`src/pkg/hduf_pkg.sv`:
```
`default_nettype none
package hduf_pkg;
    // ------------------------------------------------------------------
    // Line framing constants
    // ------------------------------------------------------------------
    localparam logic [7:0]  FLAG_OCTET  = 8'h7E;
    localparam logic [2:0]  STUFF_RUN   = 3'h5;  // Ones before a zero is stuffed
    localparam logic [2:0]  FLAG_RUN    = 3'h6;  // Ones inside a flag
    localparam logic [2:0]  RUN_MAX     = 3'h7;  // Abort run, counter saturates here
    localparam logic [3:0]  BYTE_BITS   = 4'h8;
    localparam logic [3:0]  TX_CNT_RST  = 4'h8;  // Forces a byte decision on first request

    // ------------------------------------------------------------------
    // Frame check sequence
    // ------------------------------------------------------------------
    localparam logic [15:0] CRC_PRESET  = 16'hFFFF;
    localparam logic [15:0] CRC_POLY    = 16'h8408;  // Reflected form, LSB first
    localparam logic [15:0] CRC_GOOD    = 16'hF0B8;  // Residue after data and FCS

    // ------------------------------------------------------------------
    // Frame result words
    // ------------------------------------------------------------------
    localparam logic [7:0]  CHAR_GOOD   = 8'h47;
    localparam logic [7:0]  CHAR_ERROR  = 8'h65;
    localparam logic [7:0]  CHAR_ABORT  = 8'h41;

    // ------------------------------------------------------------------
    // State encodings, Gray along the usual path
    // ------------------------------------------------------------------
    typedef enum logic [1:0] {
        TX_FLAG  = 2'h0,
        TX_DATA  = 2'h1,
        TX_FCS   = 2'h3,
        TX_CLOSE = 2'h2
    } hduf_tx_st_t;

    typedef enum logic [1:0] {
        RX_HUNT  = 2'h0,
        RX_SYNC  = 2'h1,
        RX_FRAME = 2'h3
    } hduf_rx_st_t;
endpackage
`default_nettype wire

```
`src/hdl/hduf_crc16.sv`:
```
`timescale 1ns/100ps
`default_nettype none
module hduf_crc16 import hduf_pkg::*; (
    input  wire logic        sys_clk,
    input  wire logic        rst_n,
    input  wire logic        clk_en,
    input  wire logic        init,
    input  wire logic        step_en,
    input  wire logic        din,
    output logic [15:0]      crc
);
    typedef struct packed {
        logic [15:0] crc;
    } hduf_crc_state_t;

    hduf_crc_state_t s;
    hduf_crc_state_t n;
    logic [15:0]     base;

    // Preset and step may coincide, so the step runs on the preset value
    always_comb begin
        base = init ? CRC_PRESET : s.crc;
        n.crc = base;
        if (step_en) begin
            n.crc = {1'b0, base[15:1]} ^ ((base[0] ^ din) ? CRC_POLY : 16'h0000);
        end
    end

    always_ff @(posedge sys_clk) begin
        if (!rst_n) begin
            s.crc <= CRC_PRESET;
        end else if (clk_en) begin
            s <= n;
        end
    end

    assign crc = s.crc;

    property p_crc_preset;
        @(posedge sys_clk) disable iff (!rst_n)
        (clk_en && init && !step_en) |=> (crc == CRC_PRESET);
    endproperty
    a_crc_preset: assert property (p_crc_preset) else $error("crc not preset");
endmodule
`default_nettype wire

```
`src/hdl/hduf_rx_run.sv`:
```
`timescale 1ns/100ps
`default_nettype none
module hduf_rx_run import hduf_pkg::*; (
    input  wire logic        sys_clk,
    input  wire logic        rst_n,
    input  wire logic        clk_en,
    input  wire logic        bit_vld,
    input  wire logic        din,
    output logic             is_stuff,
    output logic             is_flag,
    output logic             is_abort,
    output logic [2:0]       ones
);
    typedef struct packed {
        logic [2:0] ones;
    } hduf_run_state_t;

    hduf_run_state_t s;
    hduf_run_state_t n;

    // Classify the arriving bit against the run of ones before it
    assign is_stuff = bit_vld && !din && (s.ones == STUFF_RUN);
    assign is_flag  = bit_vld && !din && (s.ones == FLAG_RUN);
    assign is_abort = bit_vld && din && (s.ones >= FLAG_RUN);
    assign ones     = s.ones;

    // Saturates so a long idle run of ones keeps reading as abort
    always_comb begin
        n = s;
        if (bit_vld) begin
            n.ones = !din ? 3'h0 : ((s.ones == RUN_MAX) ? RUN_MAX : s.ones + 3'h1);
        end
    end

    always_ff @(posedge sys_clk) begin
        if (!rst_n) begin
            s.ones <= 3'h0;
        end else if (clk_en) begin
            s <= n;
        end
    end

    property p_run_count;
        @(posedge sys_clk) disable iff (!rst_n)
        (clk_en && bit_vld && din && s.ones < RUN_MAX) |=> (s.ones == $past(s.ones) + 3'h1);
    endproperty
    a_run_count: assert property (p_run_count) else $error("ones run miscounted");
endmodule
`default_nettype wire

```
`src/hdl/hdlc_uart_framer.sv`:
```
`timescale 1ns/100ps
`default_nettype none
// Operation
// - Device packs and unpacks frames: flags, CRC, zero stuffing, line bits.
// - Ninth host bit is an escape only when escape enable set, else ignored.
// - On connection complete the device sends c, d or v to host.
// - With no host data the transmitter sends flags continuously.
// - With host data the transmitter runs the CRC and stuffs zeros.
// - Missing next byte means end of frame: CTS off, send CRC, flags.
// - After first closing flag CTS goes low again for next frame.
// - Receiver hunts flags, then runs CRC and forwards destuffed bytes.
// - Payload is 8-bit only; ninth bit is escape in, result marker out.
// - On closing flag forward last byte and two CRC bytes, then check; the code forwards each byte as soon as its eighth bit arrives, before the flag.
// - After CRC bytes send G if check matches, else e.
// - Seven or more ones abort the frame and send A.
// - Result word raises result flag on the result pin when selected.
// - In ninth-bit mode with both selects set, ninth bit marks result.
// - Result flag drops when next frame data is detected.
// - Escape on, ninth function off: ninth bit follows the interrupt pin.
module hdlc_uart_framer import hduf_pkg::*; #(
    parameter int DATA_W = 8
) (
    input  wire logic             sys_clk,
    input  wire logic             rst_n,
    input  wire logic             clk_en,
    input  wire logic             framing_enable,
    input  wire logic             ninth_bit_escape_enable,
    input  wire logic             nine_bit_data_select,
    input  wire logic             ninth_bit_function,
    input  wire logic             result_output_pin_result_select,
    input  wire logic             int_n,
    input  wire logic             connect_strobe,
    input  wire logic [7:0]       connect_char,
    input  wire logic             host_tx_valid,
    input  wire logic [DATA_W-1:0] host_tx_byte,
    input  wire logic             host_tx_ninth,
    output logic                  cts_n,
    output logic                  host_escape,
    input  wire logic             line_tx_req,
    output logic                  line_tx_bit,
    input  wire logic             line_rx_valid,
    input  wire logic             line_rx_bit,
    output logic                  host_rx_valid,
    output logic [DATA_W-1:0]     host_rx_byte,
    output logic                  host_rx_ninth,
    output logic                  result_output_pin
);
    // ------------------------------------------------------------------
    // Elaboration checks
    // ------------------------------------------------------------------
    if (DATA_W != 8) begin : g_bad_width
        $error("payload words are eight bits only");
    end

    // ------------------------------------------------------------------
    // State
    // ------------------------------------------------------------------
    typedef struct packed {
        hduf_tx_st_t tx_st;
        logic [7:0]  tx_sh;
        logic [3:0]  tx_cnt;
        logic [2:0]  tx_ones;
        logic        tx_fcs_hi;
        logic [7:0]  hold;
        logic        hold_vld;
        logic        cts_n;
        logic        esc;
        logic        line_bit;
        hduf_rx_st_t rx_st;
        logic [7:0]  rx_acc;
        logic [3:0]  rx_cnt;
        logic        crc_ok;
        logic        out_vld;
        logic [7:0]  out_byte;
        logic        out_ninth;
        logic        result_flag;
        logic        result_pin;
    } hduf_state_t;

    hduf_state_t s;
    hduf_state_t n;

    logic        tx_crc_init;
    logic        tx_crc_en;
    logic        tx_bit;
    logic [15:0] tx_crc;
    logic        rx_crc_init;
    logic        rx_crc_en;
    logic [15:0] rx_crc;
    logic        rx_bit_vld;
    logic        rx_stuff;
    logic        rx_flag;
    logic        rx_abort;
    logic        rx_byte_done;
    logic        nine_on;

    // Ninth bit choice shared by result words and ordinary bytes
    function automatic logic ninth_of(input logic on, input logic fn, input logic res,
                                      input logic irq_n);
        if (!on) begin
            return 1'b0;
        end else if (fn) begin
            return res;
        end else begin
            return irq_n;
        end
    endfunction

    assign nine_on    = nine_bit_data_select && ninth_bit_escape_enable;
    assign rx_bit_vld = line_rx_valid && framing_enable;

    // ------------------------------------------------------------------
    // Frame check units and receive run detector
    // ------------------------------------------------------------------
    hduf_crc16 u_tx_crc (
        .sys_clk (sys_clk),
        .rst_n   (rst_n),
        .clk_en  (clk_en),
        .init    (tx_crc_init),
        .step_en (tx_crc_en),
        .din     (tx_bit),
        .crc     (tx_crc)
    );

    hduf_crc16 u_rx_crc (
        .sys_clk (sys_clk),
        .rst_n   (rst_n),
        .clk_en  (clk_en),
        .init    (rx_crc_init),
        .step_en (rx_crc_en),
        .din     (line_rx_bit),
        .crc     (rx_crc)
    );

    hduf_rx_run u_rx_run (
        .sys_clk  (sys_clk),
        .rst_n    (rst_n),
        .clk_en   (clk_en),
        .bit_vld  (rx_bit_vld),
        .din      (line_rx_bit),
        .is_stuff (rx_stuff),
        .is_flag  (rx_flag),
        .is_abort (rx_abort),
        .ones     ()
    );

    // ------------------------------------------------------------------
    // Next state: transmit side, host input, receive side
    // ------------------------------------------------------------------
    always_comb begin
        n           = s;
        tx_crc_init = 1'b0;
        tx_crc_en   = 1'b0;
        tx_bit      = 1'b0;
        rx_crc_init = 1'b0;
        rx_crc_en   = 1'b0;
        rx_byte_done = 1'b0;
        n.esc       = 1'b0;
        n.out_vld   = 1'b0;

        // Transmit one line bit per pump request
        if (line_tx_req) begin
            if ((s.tx_st == TX_DATA || s.tx_st == TX_FCS) && s.tx_ones == STUFF_RUN) begin
                n.line_bit = 1'b0;
                n.tx_ones  = 3'h0;
            end else begin
                if (s.tx_cnt == BYTE_BITS) begin
                    n.tx_cnt = 4'h0;
                    // The first closing flag is out: ready for the next frame
                    if (s.tx_st == TX_CLOSE) begin
                        n.tx_st = TX_FLAG;
                    end
                    case (n.tx_st)
                        TX_FLAG: begin
                            if (s.hold_vld && framing_enable) begin
                                n.tx_sh     = s.hold;
                                n.hold_vld  = 1'b0;
                                n.tx_st     = TX_DATA;
                                tx_crc_init = 1'b1;
                            end else begin
                                n.tx_sh = FLAG_OCTET;
                            end
                        end
                        TX_DATA: begin
                            if (s.hold_vld) begin
                                n.tx_sh    = s.hold;
                                n.hold_vld = 1'b0;
                            end else begin
                                n.tx_sh     = ~tx_crc[7:0];
                                n.tx_fcs_hi = 1'b0;
                                n.tx_st     = TX_FCS;
                            end
                        end
                        TX_FCS: begin
                            if (!s.tx_fcs_hi) begin
                                n.tx_sh     = ~tx_crc[15:8];
                                n.tx_fcs_hi = 1'b1;
                            end else begin
                                n.tx_sh = FLAG_OCTET;
                                n.tx_st = TX_CLOSE;
                            end
                        end
                        default: begin
                            n.tx_sh = FLAG_OCTET;
                            n.tx_st = TX_FLAG;
                        end
                    endcase
                end
                tx_bit     = n.tx_sh[0];
                n.line_bit = tx_bit;
                n.tx_sh    = {1'b0, n.tx_sh[7:1]};
                n.tx_cnt   = n.tx_cnt + 4'h1;
                tx_crc_en  = (n.tx_st == TX_DATA);
                // Flags are never stuffed, so their ones do not count
                if ((n.tx_st == TX_DATA || n.tx_st == TX_FCS) && tx_bit) begin
                    n.tx_ones = s.tx_ones + 3'h1;
                end else begin
                    n.tx_ones = 3'h0;
                end
            end
        end

        // Host bytes: escapes bypass the frame, payload waits in one holder
        if (host_tx_valid) begin
            if (nine_on && host_tx_ninth) begin
                n.esc = 1'b1;
            end else if (!s.cts_n && !n.hold_vld) begin
                n.hold     = host_tx_byte;
                n.hold_vld = 1'b1;
            end
        end
        if (!framing_enable) begin
            n.tx_st    = TX_FLAG;
            n.hold_vld = 1'b0;
        end
        // Ready only with an empty holder and no trailer in flight
        n.cts_n = !framing_enable || n.hold_vld || n.tx_st == TX_FCS
                  || n.tx_st == TX_CLOSE;

        // Residue is judged at the last octet edge, before the flag's own bits step the check
        if (s.rx_cnt == 4'h0) begin
            n.crc_ok = (rx_crc == CRC_GOOD);
        end

        // Receive: flag and abort take precedence over data bits
        if (rx_bit_vld) begin
            if (rx_flag) begin
                if (s.rx_st == RX_FRAME) begin
                    n.out_vld     = 1'b1;
                    n.out_byte    = s.crc_ok ? CHAR_GOOD : CHAR_ERROR;
                    n.result_flag = 1'b1;
                end
                n.rx_st     = RX_SYNC;
                n.rx_cnt    = 4'h0;
                rx_crc_init = 1'b1;
            end else if (rx_abort) begin
                if (s.rx_st == RX_FRAME) begin
                    n.out_vld     = 1'b1;
                    n.out_byte    = CHAR_ABORT;
                    n.result_flag = 1'b1;
                end
                n.rx_st  = RX_HUNT;
                n.rx_cnt = 4'h0;
            end else if (!rx_stuff && s.rx_st != RX_HUNT) begin
                n.rx_acc  = {line_rx_bit, s.rx_acc[7:1]};
                n.rx_cnt  = s.rx_cnt + 4'h1;
                rx_crc_en = 1'b1;
                if (n.rx_cnt == BYTE_BITS) begin
                    rx_byte_done = 1'b1;
                    n.rx_cnt     = 4'h0;
                    n.out_vld    = 1'b1;
                    n.out_byte   = n.rx_acc;
                    n.rx_st      = RX_FRAME;
                    if (s.rx_st == RX_SYNC) begin
                        n.result_flag = 1'b0;
                    end
                end
            end
        end
        if (!framing_enable) begin
            n.rx_st = RX_HUNT;
        end
        n.out_ninth = ninth_of(nine_on, ninth_bit_function, n.result_flag, int_n);

        // Connect announcement wins the host line in its cycle
        if (connect_strobe) begin
            n.out_vld   = 1'b1;
            n.out_byte  = connect_char;
            n.out_ninth = ninth_of(nine_on, ninth_bit_function, 1'b0, int_n);
        end
        n.result_pin = result_output_pin_result_select && n.result_flag;
    end

    // ------------------------------------------------------------------
    // State register, frozen while the clock enable is low
    // ------------------------------------------------------------------
    always_ff @(posedge sys_clk) begin
        if (!rst_n) begin
            s           <= '0;
            s.tx_st     <= TX_FLAG;
            s.tx_cnt    <= TX_CNT_RST;
            s.cts_n     <= 1'b1;
            s.line_bit  <= 1'b1;
            s.rx_st     <= RX_HUNT;
        end else if (clk_en) begin
            s <= n;
        end
    end

    // Every output is a field of the state register
    assign cts_n             = s.cts_n;
    assign host_escape       = s.esc;
    assign line_tx_bit       = s.line_bit;
    assign host_rx_valid     = s.out_vld;
    assign host_rx_byte      = s.out_byte;
    assign host_rx_ninth     = s.out_ninth;
    assign result_output_pin = s.result_pin;

    // ------------------------------------------------------------------
    // Assertions
    // ------------------------------------------------------------------
    property p_idle_flag;
        @(posedge sys_clk) disable iff (!rst_n)
        (clk_en && line_tx_req && s.tx_st == TX_FLAG && s.tx_cnt < BYTE_BITS)
            |=> (line_tx_bit == FLAG_OCTET[$past(s.tx_cnt[2:0])]);
    endproperty
    a_idle_flag: assert property (p_idle_flag) else $error("idle bit not flag");

    property p_stuff;
        @(posedge sys_clk) disable iff (!rst_n)
        (clk_en && line_tx_req && s.tx_st == TX_DATA && s.tx_ones == STUFF_RUN)
            |=> (!line_tx_bit && s.tx_ones == 3'h0);
    endproperty
    a_stuff: assert property (p_stuff) else $error("zero not inserted");

    property p_eof;
        @(posedge sys_clk) disable iff (!rst_n)
        (clk_en && framing_enable && line_tx_req && s.tx_st == TX_DATA
            && s.tx_cnt == BYTE_BITS && !s.hold_vld && s.tx_ones != STUFF_RUN)
            |=> (cts_n && s.tx_st == TX_FCS && line_tx_bit == ~$past(tx_crc[0]));
    endproperty
    a_eof: assert property (p_eof) else $error("end of frame mishandled");

    property p_ready_again;
        @(posedge sys_clk) disable iff (!rst_n)
        (clk_en && framing_enable && line_tx_req && s.tx_st == TX_CLOSE
            && s.tx_cnt == BYTE_BITS) |=> (!cts_n && s.tx_st == TX_FLAG);
    endproperty
    a_ready_again: assert property (p_ready_again) else $error("cts not ready");

    property p_good;
        @(posedge sys_clk) disable iff (!rst_n)
        (clk_en && rx_bit_vld && rx_flag && s.rx_st == RX_FRAME && !connect_strobe)
            |=> (host_rx_valid && host_rx_byte == ($past(s.crc_ok) ? CHAR_GOOD : CHAR_ERROR));
    endproperty
    a_good: assert property (p_good) else $error("wrong result word");

    property p_abort;
        @(posedge sys_clk) disable iff (!rst_n)
        (clk_en && rx_bit_vld && rx_abort && s.rx_st == RX_FRAME && !connect_strobe)
            |=> (host_rx_valid && host_rx_byte == CHAR_ABORT && s.rx_st == RX_HUNT);
    endproperty
    a_abort: assert property (p_abort) else $error("abort not reported");

    property p_result_pin;
        @(posedge sys_clk) disable iff (!rst_n)
        (clk_en && rx_bit_vld && rx_flag && s.rx_st == RX_FRAME)
            |=> (result_output_pin == $past(result_output_pin_result_select));
    endproperty
    a_result_pin: assert property (p_result_pin) else $error("result pin wrong");

    property p_ninth;
        @(posedge sys_clk) disable iff (!rst_n)
        (clk_en && rx_bit_vld && rx_flag && s.rx_st == RX_FRAME && !connect_strobe
            && nine_on && ninth_bit_function) |=> host_rx_ninth;
    endproperty
    a_ninth: assert property (p_ninth) else $error("ninth bit not raised");

    property p_drop;
        @(posedge sys_clk) disable iff (!rst_n)
        (clk_en && rx_byte_done && s.rx_st == RX_SYNC) |=> (!s.result_flag && !result_output_pin);
    endproperty
    a_drop: assert property (p_drop) else $error("result flag held");

    property p_escape;
        @(posedge sys_clk) disable iff (!rst_n)
        (clk_en && host_tx_valid && host_tx_ninth && nine_on)
            |=> (host_escape && s.hold == $past(s.hold));
    endproperty
    a_escape: assert property (p_escape) else $error("escape framed");

    c_good_frame: cover property (@(posedge sys_clk) disable iff (!rst_n)
        host_rx_valid && host_rx_byte == CHAR_GOOD && s.result_flag);
    c_abort: cover property (@(posedge sys_clk) disable iff (!rst_n)
        host_rx_valid && host_rx_byte == CHAR_ABORT);
    c_tx_frame_end: cover property (@(posedge sys_clk) disable iff (!rst_n)
        s.tx_st == TX_CLOSE ##1 s.tx_st == TX_FLAG);
endmodule
`default_nettype wire

```
`config.mk`:
```
export PLATFORM = sky130hd
export DESIGN_NAME = hdlc_uart_framer
export DESIGN_NICKNAME = d
export VERILOG_FILES = /design/src/pkg/hduf_pkg.sv /design/src/hdl/hduf_crc16.sv /design/src/hdl/hduf_rx_run.sv /design/src/hdl/hdlc_uart_framer.sv
export SDC_FILE = /design/constraint.sdc
export NUM_CORES = 1
export LEC_CHECK = 0
export ABC_AREA = 1
export BUFFER_PORTS_ARGS = -buffer_cell sky130_fd_sc_hd__buf_2
export CELL_PAD_IN_SITES_DETAIL_PLACEMENT = 1
export CELL_PAD_IN_SITES_GLOBAL_PLACEMENT = 2
export CORE_AREA = 4 4 128 130
export CTS_CLUSTER_SIZE = 28
export DETAILED_ROUTE_END_ITERATION = 6
export DIE_AREA = 0 0 132 134
export PLACE_DENSITY = 0.77
export SETUP_SLACK_MARGIN = 0.5
export SYNTH_ARGS = -nofsm -noshare
export SYNTH_HDL_FRONTEND = slang
export SYNTH_SLANG_ARGS = --single-unit
```
`constraint.sdc`:
```
create_clock -name sys_clk -period 1.9 [get_ports sys_clk]
set_input_delay 0.38 -clock sys_clk [delete_from_list [all_inputs] [get_ports sys_clk]]
set_output_delay 0.38 -clock sys_clk [all_outputs]
set_load 0.03 [all_outputs]
```
Yosys cells after proc, flatten, opt, wreduce, memory -nomap -nowiden --
Index checks and enable logic that the tools add are counted.
Operators by class: $add $sub $neg 4, $mul 0, divide/modulo/power cells 0, magnitude comparators 1, equality and inequality tests 24, shift operators 0, mux-type cells 88, bitwise logic cells 10, reductions and logical operators 42
Operator list (number):
- $mux 16 | 6
- $mux 14 | 6
- $mux 9 | 7
- $mux 8 | 5
- $mux 1 | 39
- $xor 15x16->16 | 2
- $pmux 10 s3 | 1
- $mux 2 | 12
- $mux 18 | 1
- $eq 16x16->1 const B | 1
- $not 8->8 | 2
- $eq 2x2->1 const B | 7
- $logic_and 1x1->1 | 14
- $eq 3x3->1 const B | 4
- $mux 3 | 4
- $mux 4 | 3
- $reduce_and 6->1 | 2
- $mux 10 | 1
- $add 4x1->4 const B | 2
- $eq 2x1->1 const B | 4
- $eq 4x4->1 const B | 2
- $ne 4x1->1 const B | 2
- $reduce_and 4->1 | 2
- $reduce_bool 4->1 | 2
- other kinds (18) | 38
Word-level totals: register bits after elaboration 91, bits in latches 0, RAM bits 0, bits in read-only memories 0, input bits 31, logic and storage cells 191, memories kept 0

Logic depth before layout (Yosys ltp) --
word-level depth 20, depth in mapped cells 15, depth with buffers taken out 15

By module --
Synthesis repeated with hierarchy kept, for this count alone.
Second synthesis, totals: cell total of the unflattened synthesis 755, area, all modules 5087.4 um^2
Modules (own cells, without submodules):
- hdlc_uart_framer | instances 1, cells each 457, area each 3100.5 um^2
- hduf_crc16 | instances 2, cells each 133, area each 885.8 um^2
- hduf_rx_run | instances 1, cells each 32, area each 215.2 um^2

Worst setup path after synthesis --
OpenSTA, ideal clock, no wires.
path kind flip-flop to flip-flop, from register, netlist name u_rx_run.ones[0], to register, netlist name u_rx_crc.crc[0], arrival time 1559 ps, path slack 203 ps, cell stages (with the launch flop) 14, path buffers 1, cell sequence dfxtp_1 > inv_1 > ha_1 > nand2_1 > inv_1 > nand2_4 > nand2_4 > nor2_4 > nand2_2 > inv_1 > buf_2 > nand2_1 > nand3_1 > o211ai_1
Between the ends: word-level cells in the longest chain between the ends 9, elaborated cells between the ends (all ways) 17, classes of those cells order compare (1); eq/ne (2); mux (8); bitwise (1); reduce/logical (5)
RTL lines:
- $eq 3x3->1 | RTL line hduf_rx_run.sv:22 | assign is_stuff = bit_vld && !din && (s.ones == STUFF_RUN);
- $logic_and 1x1->1 | RTL line hduf_rx_run.sv:22
- $logic_not 1->1 | RTL line hdlc_uart_framer.sv:264 | end else if (!rx_stuff && s.rx_st != RX_HUNT) begin
- $logic_and 1x1->1 | RTL line hdlc_uart_framer.sv:264
- $mux 1 | RTL line hdlc_uart_framer.sv:264
- $mux 1 | RTL line hdlc_uart_framer.sv:256 | end else if (rx_abort) begin
- $mux 1 | RTL line hdlc_uart_framer.sv:247 | if (rx_flag) begin
- $mux 1 | RTL line hdlc_uart_framer.sv:246 | if (rx_bit_vld) begin
- $mux 16 (*) | RTL line hduf_crc16.sv:24 | if (step_en) begin
Every way passes the cells marked *; elsewhere a longest branch is shown, timed or not. A chain may end at the register's enable or synchronous reset.

Worst setup path in the final report --
from register, netlist name u_rx_run.ones[0], to register s[24] (netlist name)
Between the ends: word-level cells in the longest chain between the ends 5, elaborated cells between the ends (all ways) 11, classes of those cells order compare (1); eq/ne (2); bitwise (2); reduce/logical (6)
RTL lines:
- branches (longest 4 deep; another with $ge 3x3->1)
- $reduce_and 5->1 (no line) (*)
- end signal, assigned | RTL line hdlc_uart_framer.sv:306 | s <= n;
- end, declared | RTL line hdlc_uart_framer.sv:80 | hduf_state_t s;
Every way passes the cells marked *.

==> out/metrics.cfg <==
[outcome]
status = complete, no violations

[route]
num_vias = 5458
wl_per_cell_um = 17.8
finalWirelength_mm = 18.8
drtAntennaViolNets = 0
first_iter_violations = 251
avgViaCountPerCell = 5.16
drcViolationCount = 0
firstDrtPassIters = 4

[sta]
post-route-period-util = 0.949
worst_pin_slew_ps = 465
setup_viol = 0
worst_clock_skew_ps = 9.96
max_freq_ghz = 0.554
relSlewSlack = 0.690
maxSlewViolCount = 0
fin_crit_ps = 1800
finalSetupTns_ps = 0
finalHoldViolCount = 0
rsz0062_at_grt = true

[grt]
grt_pass1_wl_mm = 28.9
grtUsageTotal = 0.202
grt_util_met2 = 0.346
overflow = 0
grt_max_degree = 50
grt_most_used_layer = met2
use_met1 = 0.255
grtUsageMet3 = 0.0353
antenna_found_initial = 0
grt_pass1_vias = 5615

[worst_setup_path]
crit_chain = inv_2 -> ha_4 -> nand2_4 -> inv_4 -> nand2_8 -> nand2_8 -> nor2_4 -> buf_6 -> buf_8 -> nand2_8 -> o21ai_0 -> a21oi_1
slowest_stage = dfxtp_4
path_common_cell = nand2_8
cp.arrival_ps = 2040
worstSetupPathType = flop to flop
critPathMaxStageDelay_ps = 370
cp.required_ps = 2140
start_kind = flop
cp-end-kind = flop
cp_top_family = simple AND/OR/NAND/NOR gates
crit_fanout = 5
critPathBufInv = 4

[pwr]
p_sw_frac = 0.297
peakVddDrop_mv = 0.417
seqPwrFrac = 0.409
p_int_mw = 3.53
power-per-cell-area_nw_per_um2 = 657
pwr-share-clk = 0.385
combPwrFrac = 0.207
p_leak_nw = 3.37
power_switching_mw = 1.49

[job]
maxCapViolCount = 0

[layout]
multi_input_area_um2 = 3680
syn_to_final_growth_pct = 53.1
nets = 907
drive_above_1_share = 0.436
fillers = 1827
regArea_um2 = 1830
stdcell_area_um2 = 7630
antenna_cells = 0

[cts]
cts_tree = built
cts_buffer_depth = 2
cts.clk_slew.worst_paths_ps = 70
numClockSinks = 90
cts.hold.buffers_added = 0
cts_max_level = 3
numCtsBuffers = 9
clock_latency_ps = 360
cts_root_buf = clkbuf_16

[synth]
synthMuxAreaShare = 0
synthArstFlopShare = 0
synth_flop_cell = dfxtp_1
synthSimpleGateAreaFrac = 0.311
synth_cell_types = 40
synth_xor_area_frac = 0.00176
synthesis.nets = 797
synth-seq-cells = 90
synth_top_family_by_area = simple AND/OR/NAND/NOR gates
syn_inst = 756
yosys.area_share.adder = 0.0251
post_synth.cell_area_avg_um2 = 6.60
ys_seq_area_frac = 0.361
yosys_warnings = 0
synth-compound-area-share = 0.197
synth_edf_count = 0
netlist_area_um2 = 4990

[placement]
hpwlAfterDp_mm = 11.4
port_buffers = 44
placed_area_um2 = 5630
gp_congestion = 0.831

[die]
die_x_um = 132
num_io_pins = 45
initial_core_util = 0.329
dieArea_um2 = 17700
rows = 45
core_area_um2 = 15100
die_y_um = 134

[worst_hold_path]
worst_hold_path_type = input pin to flop

power by group through the flow:
stage	Combinational [mW]	Sequential [mW]	Clock, mW
floorplan	0.466	2.07	0
global placement	0.657	2.08	0
detailed placement	0.677	2.08	0
CTS	0.894	2.04	1.97
global route	1.13	2.06	2.05
finish	1.04	2.05	1.93
worst reg2reg max path: stages (launching register included):
cell and delay, ps:
dfxtp_4 370, inv_2 50, ha_4 150, nand2_4 90, inv_4 50, nand2_8 110, nand2_8 80, nor2_4 160
buf_6 130, buf_8 120, nand2_8 80, o21ai_0 230, a21oi_1 60
per-layer routing:
metal / routed length [um] / up-vias
li1: - / 2699
met4: 381 / 0
met3: 542 / 29
met1: 8290 / 2656
met5: 0 / -
met2: 9590 / 74
cell usage after synthesis (3+ instances only):
master	count	area, um2
a21oi_1	73	365
a22oi_1	4	30.0
buf_2	8	40.0
buf_4	12	90.1
clkbuf_1	17	63.8
dfxtp_1	90	1800
ha_1	10	125
inv_1	73	274
inv_2	6	22.5
nand2_1	192	721
nand2_2	9	56.3
nand2_4	4	45.0
nand3_1	42	210
nand3b_1	6	45.0
nand4_1	8	50.1
nor2_1	80	300
nor2_4	3	33.8
nor3_1	7	35.0
nor4_1	3	18.8
o211ai_1	9	67.6
o21ai_0	60	300
o21ai_1	13	65.1
o22ai_1	5	31.3
cell families (layout without fill, tap and decap cells):
family,Yosys count,after routing
buf+inv,119,231
fa+ha+maj,10,10
xor+xnor,1,1
compound gates,177,177
simple gates,359,361
flops,90,90
worst paths after layout:
path | endpoint | depth (start not counted) | slack [ps] | from
max | s[24]$_SDFFE_PN0P_ | 12 | 100 | u_rx_run.ones[0]$_SDFFE_PN0P_
min | s[33]$_SDFFE_PN0P_ | 3 | 270 | host_tx_byte[2]
max reg2reg | s[24]$_SDFFE_PN0P_ | 12 | 100 | u_rx_run.ones[0]$_SDFFE_PN0P_
min reg2reg | host_escape$_SDFFE_PN0P_ | 2 | 460 | host_escape$_SDFFE_PN0P_
cells in the final DEF, fill, tap and decap left out, drive strengths merged:
master / n
o221ai: 2
bufinv: 1
nor2: 85
nand2: 207
a21boi: 1
nand4: 8
clkbuf: 11
a21o: 1
nand3b: 6
a22oi: 4
xor2: 1
nor3: 7
a21oi: 74
a31oi: 1
inv: 76
clkinv: 7
nor4: 3
bufbuf: 2
o41ai: 1
o22ai: 5
and2: 1
o211ai: 9
a211oi: 2
o21ai: 76
ha: 10
buf: 134
o21a: 1
or2: 1
nand3: 43
dfxtp: 90
state kept, by name (all words and copies together) (netlist names):
name               flops
host_escape            1
cts_n                  1
host_rx_byte           8
host_rx_valid          1
u_rx_crc.crc          16
u_rx_run.ones          3
line_tx_bit            1
result_output_pin      1
s                     41
host_rx_ninth          1
u_tx_crc.crc          16
timing repair:
item	in CTS	in global routing
gates cloned	7	1
pin swaps	65	57
setup endpoints to repair	85	86
buffers inserted	39	19
resized for setup	168	130
cell type report:
type,instances,share of cell area
Inverter,79,0.0469
Multi-Input combinational cell,549,0.482
Timing Repair Buffer,136,0.157
Tap cell,188,0.0308
Clock inverter,4,0.00639
Sequential cell,90,0.240
Timing Repair inverter,1,0.00213
Clock buffer,11,0.0346
through the flow:
step,util,power [mW],cells,hold slack [ps],setup slack (ps)
after floorplan,-,2.54,756,429,312
after global placement,0.372,2.74,977,446,92.2
after detailed placement,0.372,2.76,977,451,47.0
after CTS,0.462,4.90,1038,264,162
after global routing,0.504,5.24,1058,266,28.6
final,0.504,5.01,1058,271,96.6
No activity file was read; power rests on OpenSTA's default activity.
